### config.mk
export PLATFORM = sky130hd
export DESIGN_NAME = spdc_pin_dir
export DESIGN_NICKNAME = d
export VERILOG_FILES = /design/src/hdl/spdc_pkg.sv /design/src/hdl/spdc_pin_dir.sv
export SDC_FILE = /design/constraint.sdc
export NUM_CORES = 1
export LEC_CHECK = 0
export ABC_CLOCK_PERIOD_IN_PS = 3900
export BUFFER_PORTS_ARGS = -buffer_cell sky130_fd_sc_hd__buf_2
export CORE_MARGIN = 5
export CORE_UTILIZATION = 45
export DETAILED_ROUTE_END_ITERATION = 6
export PLACE_DENSITY = 0.7
export SLEW_MARGIN = 0
export SYNTH_ARGS = -nofsm -noshare
export SYNTH_HDL_FRONTEND = slang
export SYNTH_SLANG_ARGS = --single-unit
### constraint.sdc
create_clock -name pclk -period 3.9 [get_ports pclk]
set_input_delay 0.39 -clock pclk [delete_from_list [all_inputs] [get_ports pclk]]
set_output_delay 0.39 -clock pclk [all_outputs]
set_load 0.02 [all_outputs]
### src/hdl/spdc_pkg.sv
/*
  spdc_pkg: shared constants and carrier types for the serial-pin
  direction control block.
  Assumes a 32-bit APB register bus and twelve serial pins per port.
*/
`default_nettype none

package spdc_pkg;
  // register byte offsets
  localparam logic [11:0] SPDC_FUNC_SEL_OFS = 12'h000;
  localparam logic [11:0] SPDC_PIN_DIR_OFS = 12'h004;
  localparam logic [11:0] SPDC_MODE_OFS = 12'h008;
  localparam logic [11:0] SPDC_DRIVE_STAT_OFS = 12'h00c;

  // field positions inside the pin registers
  localparam int SPDC_MISO_BIT = 11;
  localparam int SPDC_MOSI_BIT = 10;
  localparam int SPDC_SCLK_BIT = 9;
  localparam int SPDC_ENA_BIT = 8;
  localparam int SPDC_PIN_BITS = 12;
  localparam int SPDC_MASTER_BIT = 0;

  // values after reset
  localparam logic [11:0] SPDC_PIN_DIR_RST = 12'h000;
  localparam logic [11:0] SPDC_FUNC_SEL_RST = 12'h000;
  localparam logic SPDC_MASTER_RST = 1'b0;

  // pins that a master drives in functional mode: mosi, sclk, chip selects
  localparam logic [11:0] SPDC_MASTER_OUT_MASK = 12'h6ff;

  // input synchroniser depth
  localparam int SPDC_SYNC_STAGES = 3;

  // one bit per serial pin
  typedef struct packed {
    logic miso;
    logic mosi;
    logic sclk;
    logic ena;
    logic [7:0] cs;
  } spdc_pins_s;
endpackage

`default_nettype wire

### src/hdl/spdc_pin_dir.sv
/*
  spdc_pin_dir: APB slave holding the pin direction, function select and
  master/slave mode registers, and driving the output enables of the
  twelve serial pins from them.
  Assumes one pclk domain; the serial engine and the general-purpose data
  registers sit outside and hand in the data to put on the pins.
*/
`default_nettype none

// Operation
// - bits 31 to 12 of the direction register read as zero and ignore writes.
// - in gpio mode bit 11 makes the miso pin an input at 0 and an output at 1.
// - in gpio mode bit 10 makes the mosi pin an input at 0 and an output at 1.
// - in gpio mode bit 9 makes the serial clock pin an input at 0 and an output at 1.
// - in gpio mode bit 8 makes the serial enable pin an input at 0 and an output at 1.
// - in gpio mode bits 7 to 0 set each built chip-select pin to input at 0, output at 1.
// - a functional pin takes its direction from master or slave mode, not its bit.
// - reset clears every direction bit so every gpio pin starts as an input.
// - a function-select bit of 0 gives gpio mode and 1 gives functional mode.
module spdc_pin_dir #(
  parameter int NUM_CS = 8
) (
  // clock and reset
  input wire logic pclk,
  input wire logic presetn,
  // apb slave
  input wire logic psel,
  input wire logic penable,
  input wire logic pwrite,
  input wire logic [11:0] paddr,
  input wire logic [31:0] pwdata,
  output logic [31:0] prdata,
  output logic pready,
  output logic pslverr,
  // data to drive, from gpio data registers and from the serial engine
  input wire spdc_pkg::spdc_pins_s gpio_dout,
  input wire spdc_pkg::spdc_pins_s func_dout,
  // two-way pins
  input wire spdc_pkg::spdc_pins_s pin_in,
  output spdc_pkg::spdc_pins_s pin_out,
  output spdc_pkg::spdc_pins_s pin_oe_n,
  // synchronised pin levels for the engine and data-in register
  output spdc_pkg::spdc_pins_s pin_level
);
  import spdc_pkg::*;

  // chip selects that are not built are reserved: never stored, never driven
  // built chip selects occupy the low NUM_CS bits, from cs0 upward
  localparam logic [7:0] CS_MASK = 8'(16'h00ff >> (8 - NUM_CS));
  localparam logic [11:0] IMPL_MASK = {4'hf, CS_MASK};

  if (NUM_CS < 1 || NUM_CS > 8) begin : g_bad_cs
    $error("spdc_pin_dir: NUM_CS must lie in 1..8");
  end

  //////////////////////////////////////////////////////////////////////////
  // register bus

  logic [11:0] dir_r;
  logic [11:0] func_r;
  logic master_r;
  logic [11:0] drive_nxt;
  logic [11:0] oe_n_r;
  logic [11:0] out_r;
  logic [11:0] level_r;
  logic [31:0] prdata_r;
  logic pready_r;
  logic pslverr_r;
  logic wr_en;

  // true for the four offsets this slave answers
  function automatic logic spdc_mapped(input logic [11:0] a);
    return a == SPDC_FUNC_SEL_OFS || a == SPDC_PIN_DIR_OFS ||
           a == SPDC_MODE_OFS || a == SPDC_DRIVE_STAT_OFS;
  endfunction

  // a write lands only at the edge where the access phase sees pready
  assign wr_en = psel && penable && pready_r && pwrite;

  // one wait-free access phase: pready rises the edge after setup
  always_ff @(posedge pclk or negedge presetn) begin
    if (!presetn) begin
      pready_r <= 1'b0;
      pslverr_r <= 1'b0;
    end else begin
      pready_r <= psel && !penable;
      pslverr_r <= psel && !penable && !spdc_mapped(paddr);
    end
  end

  // read data is captured in setup so it comes straight from a flop
  always_ff @(posedge pclk or negedge presetn) begin
    if (!presetn) begin
      prdata_r <= 32'h0000_0000;
    end else if (psel && !penable && !pwrite) begin
      unique case (paddr)
        SPDC_FUNC_SEL_OFS: prdata_r <= {20'h00000, func_r};
        SPDC_PIN_DIR_OFS: prdata_r <= {20'h00000, dir_r};
        SPDC_MODE_OFS: prdata_r <= {31'h0000_0000, master_r};
        SPDC_DRIVE_STAT_OFS: prdata_r <= {20'h00000, ~oe_n_r};
        default: prdata_r <= 32'h0000_0000;
      endcase
    end
  end

  // direction register; upper bits and unbuilt chip selects are dropped
  always_ff @(posedge pclk or negedge presetn) begin
    if (!presetn) begin
      dir_r <= SPDC_PIN_DIR_RST;
    end else if (wr_en && paddr == SPDC_PIN_DIR_OFS) begin
      dir_r <= pwdata[11:0] & IMPL_MASK;
    end
  end

  // function select: 0 keeps a pin as gpio, 1 hands it to the engine
  always_ff @(posedge pclk or negedge presetn) begin
    if (!presetn) begin
      func_r <= SPDC_FUNC_SEL_RST;
    end else if (wr_en && paddr == SPDC_FUNC_SEL_OFS) begin
      func_r <= pwdata[11:0] & IMPL_MASK;
    end
  end

  // master/slave choice for functional pins
  always_ff @(posedge pclk or negedge presetn) begin
    if (!presetn) begin
      master_r <= SPDC_MASTER_RST;
    end else if (wr_en && paddr == SPDC_MODE_OFS) begin
      master_r <= pwdata[SPDC_MASTER_BIT];
    end
  end

  assign prdata = prdata_r;
  assign pready = pready_r;
  assign pslverr = pslverr_r;

  //////////////////////////////////////////////////////////////////////////
  // pin drive

  // per pin: gpio follows its direction bit, functional follows the mode
  for (genvar i = 0; i < SPDC_PIN_BITS; i++) begin : g_drive
    always_comb begin
      if (!IMPL_MASK[i]) begin
        drive_nxt[i] = 1'b0;
      end else if (func_r[i]) begin
        drive_nxt[i] = master_r ? SPDC_MASTER_OUT_MASK[i] : !SPDC_MASTER_OUT_MASK[i];
      end else begin
        drive_nxt[i] = dir_r[i];
      end
    end
  end

  // enables and data are flopped so the pads see no decode glitches
  always_ff @(posedge pclk or negedge presetn) begin
    if (!presetn) begin
      oe_n_r <= 12'hfff;
      out_r <= 12'h000;
    end else begin
      oe_n_r <= ~drive_nxt;
      out_r <= (func_r & func_dout) | (~func_r & gpio_dout);
    end
  end

  assign pin_oe_n = oe_n_r;
  assign pin_out = out_r;

  //////////////////////////////////////////////////////////////////////////
  // input synchroniser

  logic [11:0] sync_r [SPDC_SYNC_STAGES];

  // three stages; first stage feeds only the second
  always_ff @(posedge pclk or negedge presetn) begin
    if (!presetn) begin
      for (int s = 0; s < SPDC_SYNC_STAGES; s++) begin
        sync_r[s] <= 12'h000;
      end
    end else begin
      sync_r[0] <= pin_in;
      for (int s = 1; s < SPDC_SYNC_STAGES; s++) begin
        sync_r[s] <= sync_r[s-1];
      end
    end
  end

  // a level counts only once stages two and three agree, filtering one-cycle glitches
  always_ff @(posedge pclk or negedge presetn) begin
    if (!presetn) begin
      level_r <= 12'h000;
    end else begin
      for (int b = 0; b < SPDC_PIN_BITS; b++) begin
        if (sync_r[1][b] == sync_r[2][b]) begin
          level_r[b] <= sync_r[2][b];
        end
      end
    end
  end

  assign pin_level = level_r;

  //////////////////////////////////////////////////////////////////////////
  // checks

  // assertions watch the registers and the enables that the pads see
  rsvd_read_a: assert property (
    @(posedge pclk) disable iff (!presetn)
    (psel && penable && pready_r && !pwrite && paddr == SPDC_PIN_DIR_OFS)
      |-> (prdata[31:12] == 20'h00000))
    else $error("direction register reserved bits not zero");

  dir_write_a: assert property (
    @(posedge pclk) disable iff (!presetn)
    (wr_en && paddr == SPDC_PIN_DIR_OFS)
      |=> (dir_r == ($past(pwdata[11:0]) & IMPL_MASK)))
    else $error("direction write not captured");

  miso_dir_a: assert property (
    @(posedge pclk) disable iff (!presetn)
    !func_r[SPDC_MISO_BIT] |=> (oe_n_r[SPDC_MISO_BIT] == !$past(dir_r[SPDC_MISO_BIT])))
    else $error("miso gpio direction wrong");

  mosi_dir_a: assert property (
    @(posedge pclk) disable iff (!presetn)
    !func_r[SPDC_MOSI_BIT] |=> (oe_n_r[SPDC_MOSI_BIT] == !$past(dir_r[SPDC_MOSI_BIT])))
    else $error("mosi gpio direction wrong");

  sclk_dir_a: assert property (
    @(posedge pclk) disable iff (!presetn)
    !func_r[SPDC_SCLK_BIT] |=> (oe_n_r[SPDC_SCLK_BIT] == !$past(dir_r[SPDC_SCLK_BIT])))
    else $error("sclk gpio direction wrong");

  ena_dir_a: assert property (
    @(posedge pclk) disable iff (!presetn)
    !func_r[SPDC_ENA_BIT] |=> (oe_n_r[SPDC_ENA_BIT] == !$past(dir_r[SPDC_ENA_BIT])))
    else $error("enable gpio direction wrong");

  cs_dir_a: assert property (
    @(posedge pclk) disable iff (!presetn)
    1'b1 |=> ((~oe_n_r[7:0] & ~$past(func_r[7:0])) == ($past(dir_r[7:0]) & ~$past(func_r[7:0]))))
    else $error("chip select gpio direction wrong");

  func_dir_a: assert property (
    @(posedge pclk) disable iff (!presetn)
    (func_r[SPDC_SCLK_BIT] && func_r[SPDC_MISO_BIT])
      |=> (oe_n_r[SPDC_SCLK_BIT] == !$past(master_r)) &&
          (oe_n_r[SPDC_MISO_BIT] == $past(master_r)))
    else $error("functional pin ignores master mode");

  mode_sel_a: assert property (
    @(posedge pclk) disable iff (!presetn)
    ($rose(func_r[SPDC_MOSI_BIT]) && master_r && !dir_r[SPDC_MOSI_BIT])
      |=> !oe_n_r[SPDC_MOSI_BIT])
    else $error("function select did not hand pin to engine");

  reset_dir_a: assert property (
    @(posedge pclk) disable iff (!presetn)
    !$past(presetn) |-> (dir_r == SPDC_PIN_DIR_RST) && (oe_n_r == 12'hfff))
    else $error("pins not inputs after reset");

  // register contents move only on their own write; unbuilt pins stay quiet
  func_write_a: assert property (
    @(posedge pclk) disable iff (!presetn)
    (wr_en && paddr == SPDC_FUNC_SEL_OFS)
      |=> (func_r == ($past(pwdata[11:0]) & IMPL_MASK)))
    else $error("function select write not captured");

  func_hold_a: assert property (
    @(posedge pclk) disable iff (!presetn)
    !(wr_en && paddr == SPDC_FUNC_SEL_OFS) |=> $stable(func_r))
    else $error("function select changed without a write");

  dir_hold_a: assert property (
    @(posedge pclk) disable iff (!presetn)
    !(wr_en && paddr == SPDC_PIN_DIR_OFS) |=> $stable(dir_r))
    else $error("direction register changed without a write");

  unbuilt_cs_a: assert property (
    @(posedge pclk) disable iff (!presetn)
    ((oe_n_r | IMPL_MASK) == 12'hfff) && ((dir_r & ~IMPL_MASK) == 12'h000))
    else $error("unbuilt chip select stored or driven");

  stat_read_a: assert property (
    @(posedge pclk) disable iff (!presetn)
    (psel && penable && pready_r && !pwrite && paddr == SPDC_DRIVE_STAT_OFS)
      |-> (prdata == {20'h00000, ~$past(oe_n_r)}))
    else $error("drive status does not match the enables");

  ena_func_a: assert property (
    @(posedge pclk) disable iff (!presetn)
    (func_r[SPDC_MOSI_BIT] && func_r[SPDC_ENA_BIT])
      |=> (oe_n_r[SPDC_MOSI_BIT] == !$past(master_r)) &&
          (oe_n_r[SPDC_ENA_BIT] == $past(master_r)))
    else $error("functional mosi or enable ignores master mode");

  cs_func_a: assert property (
    @(posedge pclk) disable iff (!presetn)
    func_r[0] |=> (oe_n_r[0] == !$past(master_r)))
    else $error("functional chip select ignores master mode");

endmodule

`default_nettype wire

== Word-level counts from Yosys, hierarchy flattened ==
Index checks and enable logic that the tools add are counted.
Word-level totals
  output and inout port bits: 70
  word-level logic and storage cells: 75
  input port bits: 85
  register bits after elaboration: 131
Operators by class
  muxes and demuxes: 15
  reduce and logical (&&, ||, !) cells: 16
  bitwise gates (word level): 6
  equal/unequal tests: 15
Operator list (number)
  12-bit one-hot mux with 4 select lines: 1
  12-bit inverter: 3
  12-bit AND: 2
  12-bit by 4-bit == test with 1-bit output (second input constant): 2
  1-bit two-way mux: 14
  1-bit == test: 12
  12-bit by 3-bit == test with 1-bit output (second input constant): 1
  12-bit logical NOT: 1
  12-bit OR: 1
  1-bit logical AND: 9
  1-bit logical NOT: 3
  1-bit logical OR: 3

== Depth between registers and ports, before layout ==
Gate-level depths: netlist (run 1).
  word-level depth: 6
  depth in mapped cells: 5
  depth with buffers taken out: 3

== Worst setup path before layout (run 1) ==
OpenSTA, ideal clock, no wires.
  path type: input to register
  start point: input paddr[9]
  end point: register dir_r[1]
  buffers on the path: 1
  cell stages on the path: 4
  setup time: 125 ps
  arrival time: 1827 ps
  path slack: 1949 ps
  cells stage by stage: or4_4 -> nor4_4 -> buf_6 -> mux2_2
Between the ends
  word-level cells in the longest chain between the ends: 2
RTL lines
  from (decl): line spdc_pin_dir.sv:30  | input wire logic [11:0] paddr,
  12-bit by 3-bit == test with 1-bit output: line spdc_pin_dir.sv:110  | end else if (wr_en && paddr == SPDC_PIN_DIR_OFS) begin
  1-bit logical AND: line spdc_pin_dir.sv:110
  to (signal assigned): line spdc_pin_dir.sv:111  | dir_r <= pwdata[11:0] & IMPL_MASK;
  to (decl): line spdc_pin_dir.sv:59  | logic [11:0] dir_r;
No other way between the ends.
A chain may end at the register's enable or synchronous reset.

== Worst setup path in the final report (run 1) ==
  start point: input paddr[2]
  end point: register dir_r[5]
Same word-level chain as after synthesis.

==> results of run 1 <==
[cell usage in the layout, fill, tap and decap left out, types with 2 or more instances in the layout]
cell / n
a22o_1: 12
clkinv_4: 2
or4_4: 2
mux2_2: 35
buf_2: 113
conb_1: 20
o22ai_1: 11
dfrtp_1: 99
maj3_1: 12
nor4_4: 2
mux2_1: 2
buf_4: 5
clkbuf_8: 10
inv_1: 2
mux2i_1: 23
dfstp_2: 12
[worst paths after layout]
path,startpoint,to,slack (ns)
setup reg to reg,pready,dir_r[5],1.81
setup / recovery,paddr[2],dir_r[5],1.61
max in group asynchronous,presetn,pin_oe_n[3],2.95
hold / removal,presetn,func_r[2],0.03
hold reg to reg,sync_r[34],sync_r[22],0.35
min in group pclk,pin_in[6],sync_r[30],0.13
[synth_stat cells (2+ instances only)]
master     n
dfrtp_1   99
mux2_2    35
mux2i_1   23
buf_4     20
a22o_1    12
dfstp_2   12
maj3_1    12
o22ai_1   11
clkbuf_1   4
buf_2      3
buf_6      2
inv_1      2
mux2_1     2
nor4_4     2
or4_4      2
[metrics by stage]
stage	total power, uW	hold WS, ns	setup slack [ns]	std cells	utilization (%)
global route	2159	0.06431	1.574	489	54.48
finish	2058	0.03131	1.612	489	54.48
detailed placement	1389	0.3347	1.219	473	52.20
floorplan	1316	0.09441	1.949	273	-
global placement	1384	0.3329	1.263	473	52.20
CTS	2094	0.03479	1.616	489	54.48
[state kept, by name, summed over array words and instances (netlist names)]
name       cells
prdata        12
dir_r         12
pin_out       12
sync_r        36
pin_level     12
pin_oe_n      12
pready         1
pslverr        1
master_r       1
func_r        12
[power breakdown]
group          switching [uW]  internal, uW  total [uW]
Combinational             102          56.5         158
Sequential               15.3          1190        1200
Clock                     377           318         695
[layout make-up]
cell class	count	area [um2]	share of cell area, %
clock inverter	6	68.82	1.393
inverter	2	7.507	0.1520
multi-input combinational	131	1190	24.09
sequential	111	2793	56.55
tap	111	138.9	2.812
timing repair buffer	118	603.1	12.21
clock buffer	10	137.6	2.787
[worst max-delay path, cell delays in order]
cell,delay [ns]
buf_2,0.40
or4b_1,0.54
nor4_4,0.78
mux2_2,0.41
[metal layers]
metal	track usage [%]	vias to the layer above	part of all wire, %
met5	0	-	0
met4	4.163	0	1.2
met3	5.205	10	7.0
met2	24.50	83	49
met1	20.22	1233	43
li1	-	1110	-
[cell families (layout without fill, tap and decap cells)]
kind of cell,count (synthesis),in the layout,synth area share [%]
and+or+nand+nor,14,14,3.461
adders and majority gates,12,12,2.915
AOI/OAI and AO/OA,24,24,4.432
other,1,20,0.09099
DFF,111,111,67.76
buffers and inverters,31,136,5.100
muxes,61,61,16.24
==> flow_metrics.env, run 1 <==
export IMPL_outcome="finished clean"
export IMPL_tns_ns=0
export IMPL_clkTransAtPathRegs_ns=0.10
export IMPL_syn_avg_cell_area_um2=16.23
export IMPL_drt_iter0_drc=30
export IMPL_synth_async_reset_ratio_pct=100.0
export IMPL_dpl_hpwl_mm=5.797
export IMPL_cp_end_kind="flop"
export IMPL_grt_overflow=0
export IMPL_grt_max_degree=49
export IMPL_setup_viol=0
export IMPL_tightest_slew_ns=1.006
export IMPL_slew_violations=0
export IMPL_synth_largest_area_cell="dfrtp_1"
export IMPL_antenna_cells=0
export IMPL_final_hold_violation_count=0
export IMPL_coreArea_mm2=0.009065
export IMPL_numPortBuffers=114
export IMPL_skew_ns=0.01196
export IMPL_drt_pass1_iterations=4
export IMPL_ys_flop_type="dfrtp_1"
export IMPL_fin_crit_ns=2.288
export IMPL_root_buffer="clkbuf_8"
export IMPL_synthCells=254
export IMPL_clkLatencyLatePin_ns=0.36
export IMPL_grt_first_pass_wirelength_mm=13.34
export IMPL_synth_top_area_share_pct=60.11
export IMPL_p_leak_uw=0.002393
export IMPL_placed_area_mm2=0.004732
export IMPL_htreeDepth=3
export IMPL_synth_cell_types=28
export IMPL_cts_resized=0
export IMPL_hold_buffers=0
export IMPL_pwr_density_cell_mw_per_mm2=416.7
export IMPL_die_width_um=105.7
export IMPL_fill_cells=798
export IMPL_crit_arrival_ns=2.53
export IMPL_grt_use_total_pct=15.39
export IMPL_first_global_vias=2548
export IMPL_max_freq_mhz=437.0
export IMPL_cp_required_ns=4.14
export IMPL_synth_edf_count=0
export IMPL_clock_sinks=111
export IMPL_num_vias=2436
export IMPL_syn2layout_area_growth_pct=19.82
export IMPL_postLayoutCellArea_mm2=0.004938
export IMPL_critPathLaunchType="input port"
export IMPL_cts_buffers=9
export IMPL_yosysWarningCount=0
export IMPL_drive_above_1_share_pct=50.26
export IMPL_drc=0
export IMPL_die_h_um=105.7
export IMPL_gp_congestion=0.7106
export IMPL_routed_wirelength_mm=8.274
export IMPL_cts_setup_buffers=0
export IMPL_post_drt_wl_per_cell_um=16.92
export IMPL_synthesis_area_mm2=0.004121
export IMPL_crit_type="input port to flop"
export IMPL_ioPinCount=155
export IMPL_ys_ff_latch=111
export IMPL_cts_tree="built"
export IMPL_dieArea_mm2=0.01117
export IMPL_detail_route_antenna_nets=0
export IMPL_start_util_pct=45.47
export IMPL_max_slew_margin_pct=32.40
export IMPL_clockBufferDepth=2
export IMPL_synthTopCellsByArea="dfrtp_1, mux2_2, dfstp_2"
export IMPL_row_count=35
export IMPL_path_max_fanout=16
export IMPL_rsz0062_at_grt="false"
export IMPL_reg2regPathDepth=3
export IMPL_hold_path_class="input port to async pin"
export IMPL_maxCapViolCount=0
export IMPL_vias_per_cell=4.982
export IMPL_fin_crit_sh_pct=58.67
export IMPL_nNetsFinal=458
export IMPL_peakVddDrop_uv=199.8
export IMPL_yosysSeqAreaShare_pct=67.76
export IMPL_antenna_found_initial=0
No activity file was read; power rests on OpenSTA's default activity.
==> inputs of run 2 (changes only) <==
ABC_CLOCK_PERIOD_IN_PS = 2370   (was 3900)
clock period = 2.37 ns   (was 3.9 ns; I/O delays follow)
==> run 2 against run 1 <==
Compared with the run above: clock-buffer cell count is 4 higher; via count rose by 0.62%; combinational power increased by 77%; die area did not move; wire length up 0.58%; first-iteration DRC count rose by 70%; final area is 2.6% higher; clock skew fell by 0.0022 ns; global-route usage up 0.059 points; largest cell class unchanged; clock power rose by 50%.
==> flow_metrics.env, run 2 (same netlist as run 1, synthesis figures left out) <==
export IMPL_numPortBuffers=114
export IMPL_clkTransAtPathRegs_ns=0.10
export IMPL_maxCapViolCount=0
export IMPL_p_sw_share_pct=23.88
export IMPL_dpl_hpwl_mm=5.622
export IMPL_num_vias=2451
export IMPL_coreArea_mm2=0.009065
export IMPL_max_slew_margin_pct=59.59
export IMPL_detail_route_antenna_nets=0
export IMPL_cts_buffers=9
export IMPL_layout_commonest_cell="buf_2"
export IMPL_htreeDepth=3
export IMPL_fin_crit_sh_pct=72.29
export IMPL_cts_tree="built"
export IMPL_grt_use_total_pct=15.44
export IMPL_peakVddDrop_uv=355.2
export IMPL_p_int_uw=2512
export IMPL_antenna_found_initial=0
export IMPL_die_h_um=105.7
export IMPL_drc=0
export IMPL_clockBufferDepth=2
export IMPL_numPlacedInstances=475
export IMPL_stdcell_count=504
export IMPL_tightest_slew_ns=0.6061
export IMPL_crit_arrival_ns=1.96
export IMPL_root_buffer="clkbuf_8"
export IMPL_first_global_vias=2617
export IMPL_vias_per_cell=4.863
export IMPL_pwr_share_clk_pct=31.5
export IMPL_worst_hold_slack_ns=0.06783
export IMPL_comb_power_share_pct=8.5
export IMPL_row_count=35
export IMPL_dieArea_mm2=0.01117
export IMPL_grt_first_pass_wirelength_mm=13.39
export IMPL_outcome="finished clean"
export IMPL_place_ws_ns=0.3718
export IMPL_cts_resized=0
export IMPL_setup_ws_ns=0.6567
export IMPL_rsz0062_at_grt="false"
export IMPL_ioPinCount=155
export IMPL_critPathSlowestCell="mux2_2"
export IMPL_drt_pass1_iterations=4
export IMPL_largest_register_ffs=36
export IMPL_path_max_fanout=12
export IMPL_clkLatencyLatePin_ns=0.35
export IMPL_switching_power_uw=788.1
export IMPL_final_hold_violation_count=0
export IMPL_routed_wirelength_mm=8.322
export IMPL_drive_above_1_share_pct=48.09
export IMPL_post_drt_wl_per_cell_um=16.51
export IMPL_max_freq_mhz=583.7
export IMPL_pwr_density_cell_mw_per_mm2=651.1
export IMPL_fill_cells=770
export IMPL_syn2layout_area_growth_pct=22.98
export IMPL_regMostFlops="sync_r"
export IMPL_critPathLaunchType="flop"
export IMPL_cp_end_kind="flop"
export IMPL_cp_required_ns=2.61
export IMPL_crit_chain="nand4_1, nor4_4, buf_4, mux2_2"
export IMPL_fin_crit_ns=1.713
export IMPL_crit_type="flop to flop"
export IMPL_gp_congestion=0.7337
export IMPL_grt_overflow=0
export IMPL_nNetsFinal=473
export IMPL_slowest_delay_ns=0.36
export IMPL_setup_viol=0
export IMPL_tns_ns=0
export IMPL_antenna_cells=0
export IMPL_start_util_pct=45.47
export IMPL_p_leak_uw=0.002446
export IMPL_hold_path_class="input port to flop"
export IMPL_p_seq_share_pct=60.0
export IMPL_grt_max_degree=112
export IMPL_clock_sinks=111
export IMPL_p_total_uw=3300
export IMPL_die_width_um=105.7
export IMPL_slew_violations=0
export IMPL_drt_iter0_drc=51
export IMPL_skew_ns=0.009738
export IMPL_final_cell_mix="buf_2, dfrtp_1, mux2_2"
[run 2: changes by cell type in the layout (fill, tap and decap cells not counted), sizes merged]
cell / delta
clkinv: -2
clkbuf: +4
dlygate4sd3: +13
bufinv: -1
inv: -1
buf: +2
[run 2: routing by layer]
metal  wire length [um]  global-route usage [%]
met3                608                   5.511
met4                108                   4.718
met5                  0                       0
met2               4134                   25.18
met1               3471                   19.35
[run 2: area by class of cell]
type                       count  area, um2  area share [%]
multi-input combinational    131       1190           23.48
clock buffer                  14      162.7           3.209
tap                          111      138.9           2.740
clock inverter                 2      16.27          0.3209
sequential                   111       2793           55.10
timing repair buffer         133      760.7           15.01
inverter                       2      7.507          0.1481
[run 2: critical path, delay by kind of cell (launching register included)]
family,cells,cell delay (ns)
flip-flops,1,0.35
buffers and inverters,1,0.28
AND/OR/NAND/NOR,2,0.61
multiplexers,1,0.36
[run 2: metrics by stage]
step	area, um2	utilization, %
2_1_floorplan	4193	-
3_3_place_gp	4760	52.51
3_5_place_dp	4760	52.51
4_1_cts	5069	55.91
5_1_grt	5069	55.91
6_report	5069	55.91
[run 2: what timing repair did]
action	in CTS	in global routing
hold endpoints to repair	111	0
setup endpoints to repair	0	0
hold buffers	13	0
setup buffers	0	0
[run 2: final timing paths]
check / to / cells after the start / startpoint / slack (ns)
max in group asynchronous: pin_out[0] / 3 / presetn / 1.42
min in group asynchronous: pin_out[2] / 3 / presetn / 0.45
min: pready / 2 / penable / 0.07
max reg2reg: dir_r[3] / 4 / pready / 0.66
max: dir_r[3] / 4 / pready / 0.66
min reg2reg: sync_r[22] / 0 / sync_r[34] / 0.35
[run 2: power by group through the flow]
stage	Clock [uW]	Combinational [uW]	Sequential, uW
after CTS	1090	286	1980
final	1040	280	1980
after global placement	0	264	2020
after global routing	1170	308	1990
after floorplan	0	105	2060
after detailed placement	0	268	2020
==> inputs of run 3 (changes only) <==
ABC_AREA = 1   (was default)
ABC_CLOCK_PERIOD_IN_PS = 1730   (was 2370)
PLACE_DENSITY = 0.69   (was 0.7)
clock period = 1.73 ns   (was 2.37 ns; I/O delays follow)
==> run 3 against run 2 <==
Compared with the run above: final cell count rose by 29%; final area rose by 5.7%; sequential power rose by 37%; clock-buffer cell count fell by 4; total power rose by 37%; register-to-register slack got worse by 0.33 ns; largest power group unchanged.
==> flow_metrics.env, run 3 <==
export IMPL_synth_top_cells_by_count="dfrtp_1, nand2_1, nand3_1"
export IMPL_setup_viol=0
export IMPL_root_buffer="clkbuf_8"
export IMPL_clock_sinks=111
export IMPL_critPathBufInv=2
export IMPL_cts_buffers=9
export IMPL_stdcell_count=650
export IMPL_largest_register_ffs=36
export IMPL_crit_arrival_ns=1.75
export IMPL_slew_violations=0
export IMPL_num_vias=2980
export IMPL_yosysWarningCount=0
export IMPL_crit_chain="dlygate4sd3_1, buf_2, nand3_1, nor2_2, nand3_4, nand2_1, o21ai_2"
export IMPL_first_global_vias=3017
export IMPL_ys_flop_type="dfrtp_1"
export IMPL_drt_iter0_drc=95
export IMPL_cp_end_kind="flop"
export IMPL_synth_cell_types=27
export IMPL_final_cell_mix="buf_2, dfrtp_1, nand2_1"
export IMPL_dieArea_mm2=0.01189
export IMPL_ff2ff_setup_slack_ns=0.33
export IMPL_p_total_uw=4538
export IMPL_drive_above_1_share_pct=38.30
export IMPL_syn_avg_cell_area_um2=11.65
export IMPL_max_slew_margin_pct=63.65
export IMPL_synth_async_reset_ratio_pct=100.0
export IMPL_die_h_um=109.0
export IMPL_cts_setup_buffers=0
export IMPL_slowest_delay_ns=0.53
export IMPL_clkLatencyLatePin_ns=0.36
export IMPL_ys_ff_latch=111
export IMPL_crit_family="simple AND/OR/NAND/NOR gates"
export IMPL_worstHoldStart="func_dout[10]"
export IMPL_outcome="finished clean"
export IMPL_fin_crit_ns=1.494
export IMPL_drc=0
export IMPL_place_ws_ns=0.3510
export IMPL_grt_use_total_pct=15.01
export IMPL_drt_pass1_iterations=4
export IMPL_synth_largest_area_cell="dfrtp_1"
export IMPL_detail_route_antenna_nets=0
export IMPL_cp_depth=7
export IMPL_cp_required_ns=1.98
export IMPL_layout_commonest_cell="buf_2"
export IMPL_timing_critical_path_to="dir_r[7]"
export IMPL_tns_ns=0
export IMPL_grt_max_degree=45
export IMPL_critPathLaunchType="input port"
export IMPL_antenna_found_initial=0
export IMPL_synth_edf_count=0
export IMPL_pwr_density_cell_mw_per_mm2=847.1
export IMPL_syn2layout_area_growth_pct=21.34
export IMPL_grt_first_pass_wirelength_mm=14.06
export IMPL_r2r_end="dir_r[7]"
export IMPL_startpoint="penable"
export IMPL_yosysSeqAreaShare_pct=63.27
export IMPL_setup_ws_ns=0.2365
export IMPL_p_leak_uw=0.002657
export IMPL_row_count=36
export IMPL_fin_crit_sh_pct=86.33
export IMPL_vias_per_cell=4.585
export IMPL_synthesis_area_mm2=0.004414
export IMPL_fill_cells=886
export IMPL_worst_hold_slack_ns=0.02990
export IMPL_rsz0062_at_grt="false"
export IMPL_synthTopCellsByArea="dfrtp_1, dfstp_2, nand2_1"
export IMPL_nNetsFinal=597
export IMPL_tightest_slew_ns=0.5453
export IMPL_skew_ns=0.008522
export IMPL_regMostFlops="sync_r"
export IMPL_clockBufferDepth=2
export IMPL_peakVddDrop_uv=376.4
export IMPL_ioPinCount=155
export IMPL_numPlacedInstances=620
export IMPL_crit_type="input port to flop"
export IMPL_path_max_fanout=24
export IMPL_cts_tree="built"
export IMPL_synthCells=379
export IMPL_final_hold_violation_count=0
export IMPL_reg2reg_from="pready"
export IMPL_clkTransAtPathRegs_ns=0.11
export IMPL_gp_congestion=0.8384
export IMPL_synth_top_area_share_pct=56.12
export IMPL_maxCapViolCount=0
export IMPL_coreArea_mm2=0.009684
export IMPL_reg2regPathDepth=5
export IMPL_antenna_cells=0
export IMPL_post_drt_wl_per_cell_um=13.02
export IMPL_htreeDepth=3
export IMPL_start_util_pct=45.58
export IMPL_post_synth_top_count_cell="dfrtp_1"
export IMPL_grt_overflow=0
export IMPL_routed_wirelength_mm=8.462
export IMPL_critPathSlowestCell="dlygate4sd3_1"
export IMPL_hold_path_class="input port to flop"
export IMPL_numPortBuffers=114
export IMPL_dpl_hpwl_mm=6.318
export IMPL_max_freq_mhz=669.6
export IMPL_die_width_um=109.0
## run 3: logic make-up (layout without fill, tap and decap cells)
family                   Yosys count  in the layout  share of synthesized area, %
other                              1             20                       0.08495
multiplexers                      12             12                         3.061
AND/OR/NAND/NOR                  148            148                         16.78
buffers and inverters             55            174                         7.681
AO/OA/AOI/OAI                     40             40                         6.406
adder cells (fa/ha/maj)           12             12                         2.721
flip-flops                       111            111                         63.27
## run 3: cell type report
cell class | count | area (um2) | share of cell area, %
multi-input cells | 232 | 1354 | 25.27
clock buffers | 10 | 127.6 | 2.383
clock inverters | 6 | 51.30 | 0.9577
repair buffers | 135 | 778.2 | 14.53
inverters | 23 | 86.33 | 1.612
well taps | 133 | 166.4 | 3.107
flip-flops and latches | 111 | 2793 | 52.14
## run 3: what timing repair did
| action | in CTS | in global routing |
|---|---|---|
| hold endpoints to repair | 39 | 0 |
| hold buffers | 14 | 0 |
| endpoints found under the setup margin | 0 | 0 |
| gates resized for setup | 0 | 0 |
## run 3: layer usage
layer	wire length, um	track usage, %	up-vias	part of all wire (%)
met2	4101	23.68	96	48
met1	3595	19.66	1394	42
met4	200	6.583	0	2.4
li1	-	-	1473	-
met5	0	0	-	0
met3	565	3.730	17	6.7
## run 3: power breakdown
part | internal [uW] | switching [uW] | leakage, uW | total, uW
Combinational | 153 | 245 | 0.00119 | 397
Sequential | 2680 | 33.3 | 0.00137 | 2710
Clock | 551 | 875 | 0.0000936 | 1430
Total | 3390 | 1150 | 0.00266 | 4540
## run 3: worst register-to-register path: stages (launching register included)
cell	delay [ns]
dfrtp_1	0.36
nand3_1	0.09
nor2_2	0.25
nand3_4	0.32
nand2_1	0.20
o21ai_2	0.07
## run 3: stage by stage
| stage | utilization (%) | cell area (um2) |
|---|---|---|
| 2_1_floorplan | - | 4486 |
| 3_3_place_gp | 52.02 | 5037 |
| 3_5_place_dp | 52.02 | 5037 |
| 4_1_cts | 55.31 | 5356 |
| 5_1_grt | 55.31 | 5356 |
| 6_report | 55.31 | 5356 |
## run 3: worst min path at each step
stage | cells after the start | endpoint
global route | 2 | pin_out[4]
finish | 2 | pin_out[10]
CTS | 3 | pready
floorplan | 0 | dir_r[0]
detailed placement | 1 | sync_r[31]
global placement | 1 | sync_r[29]
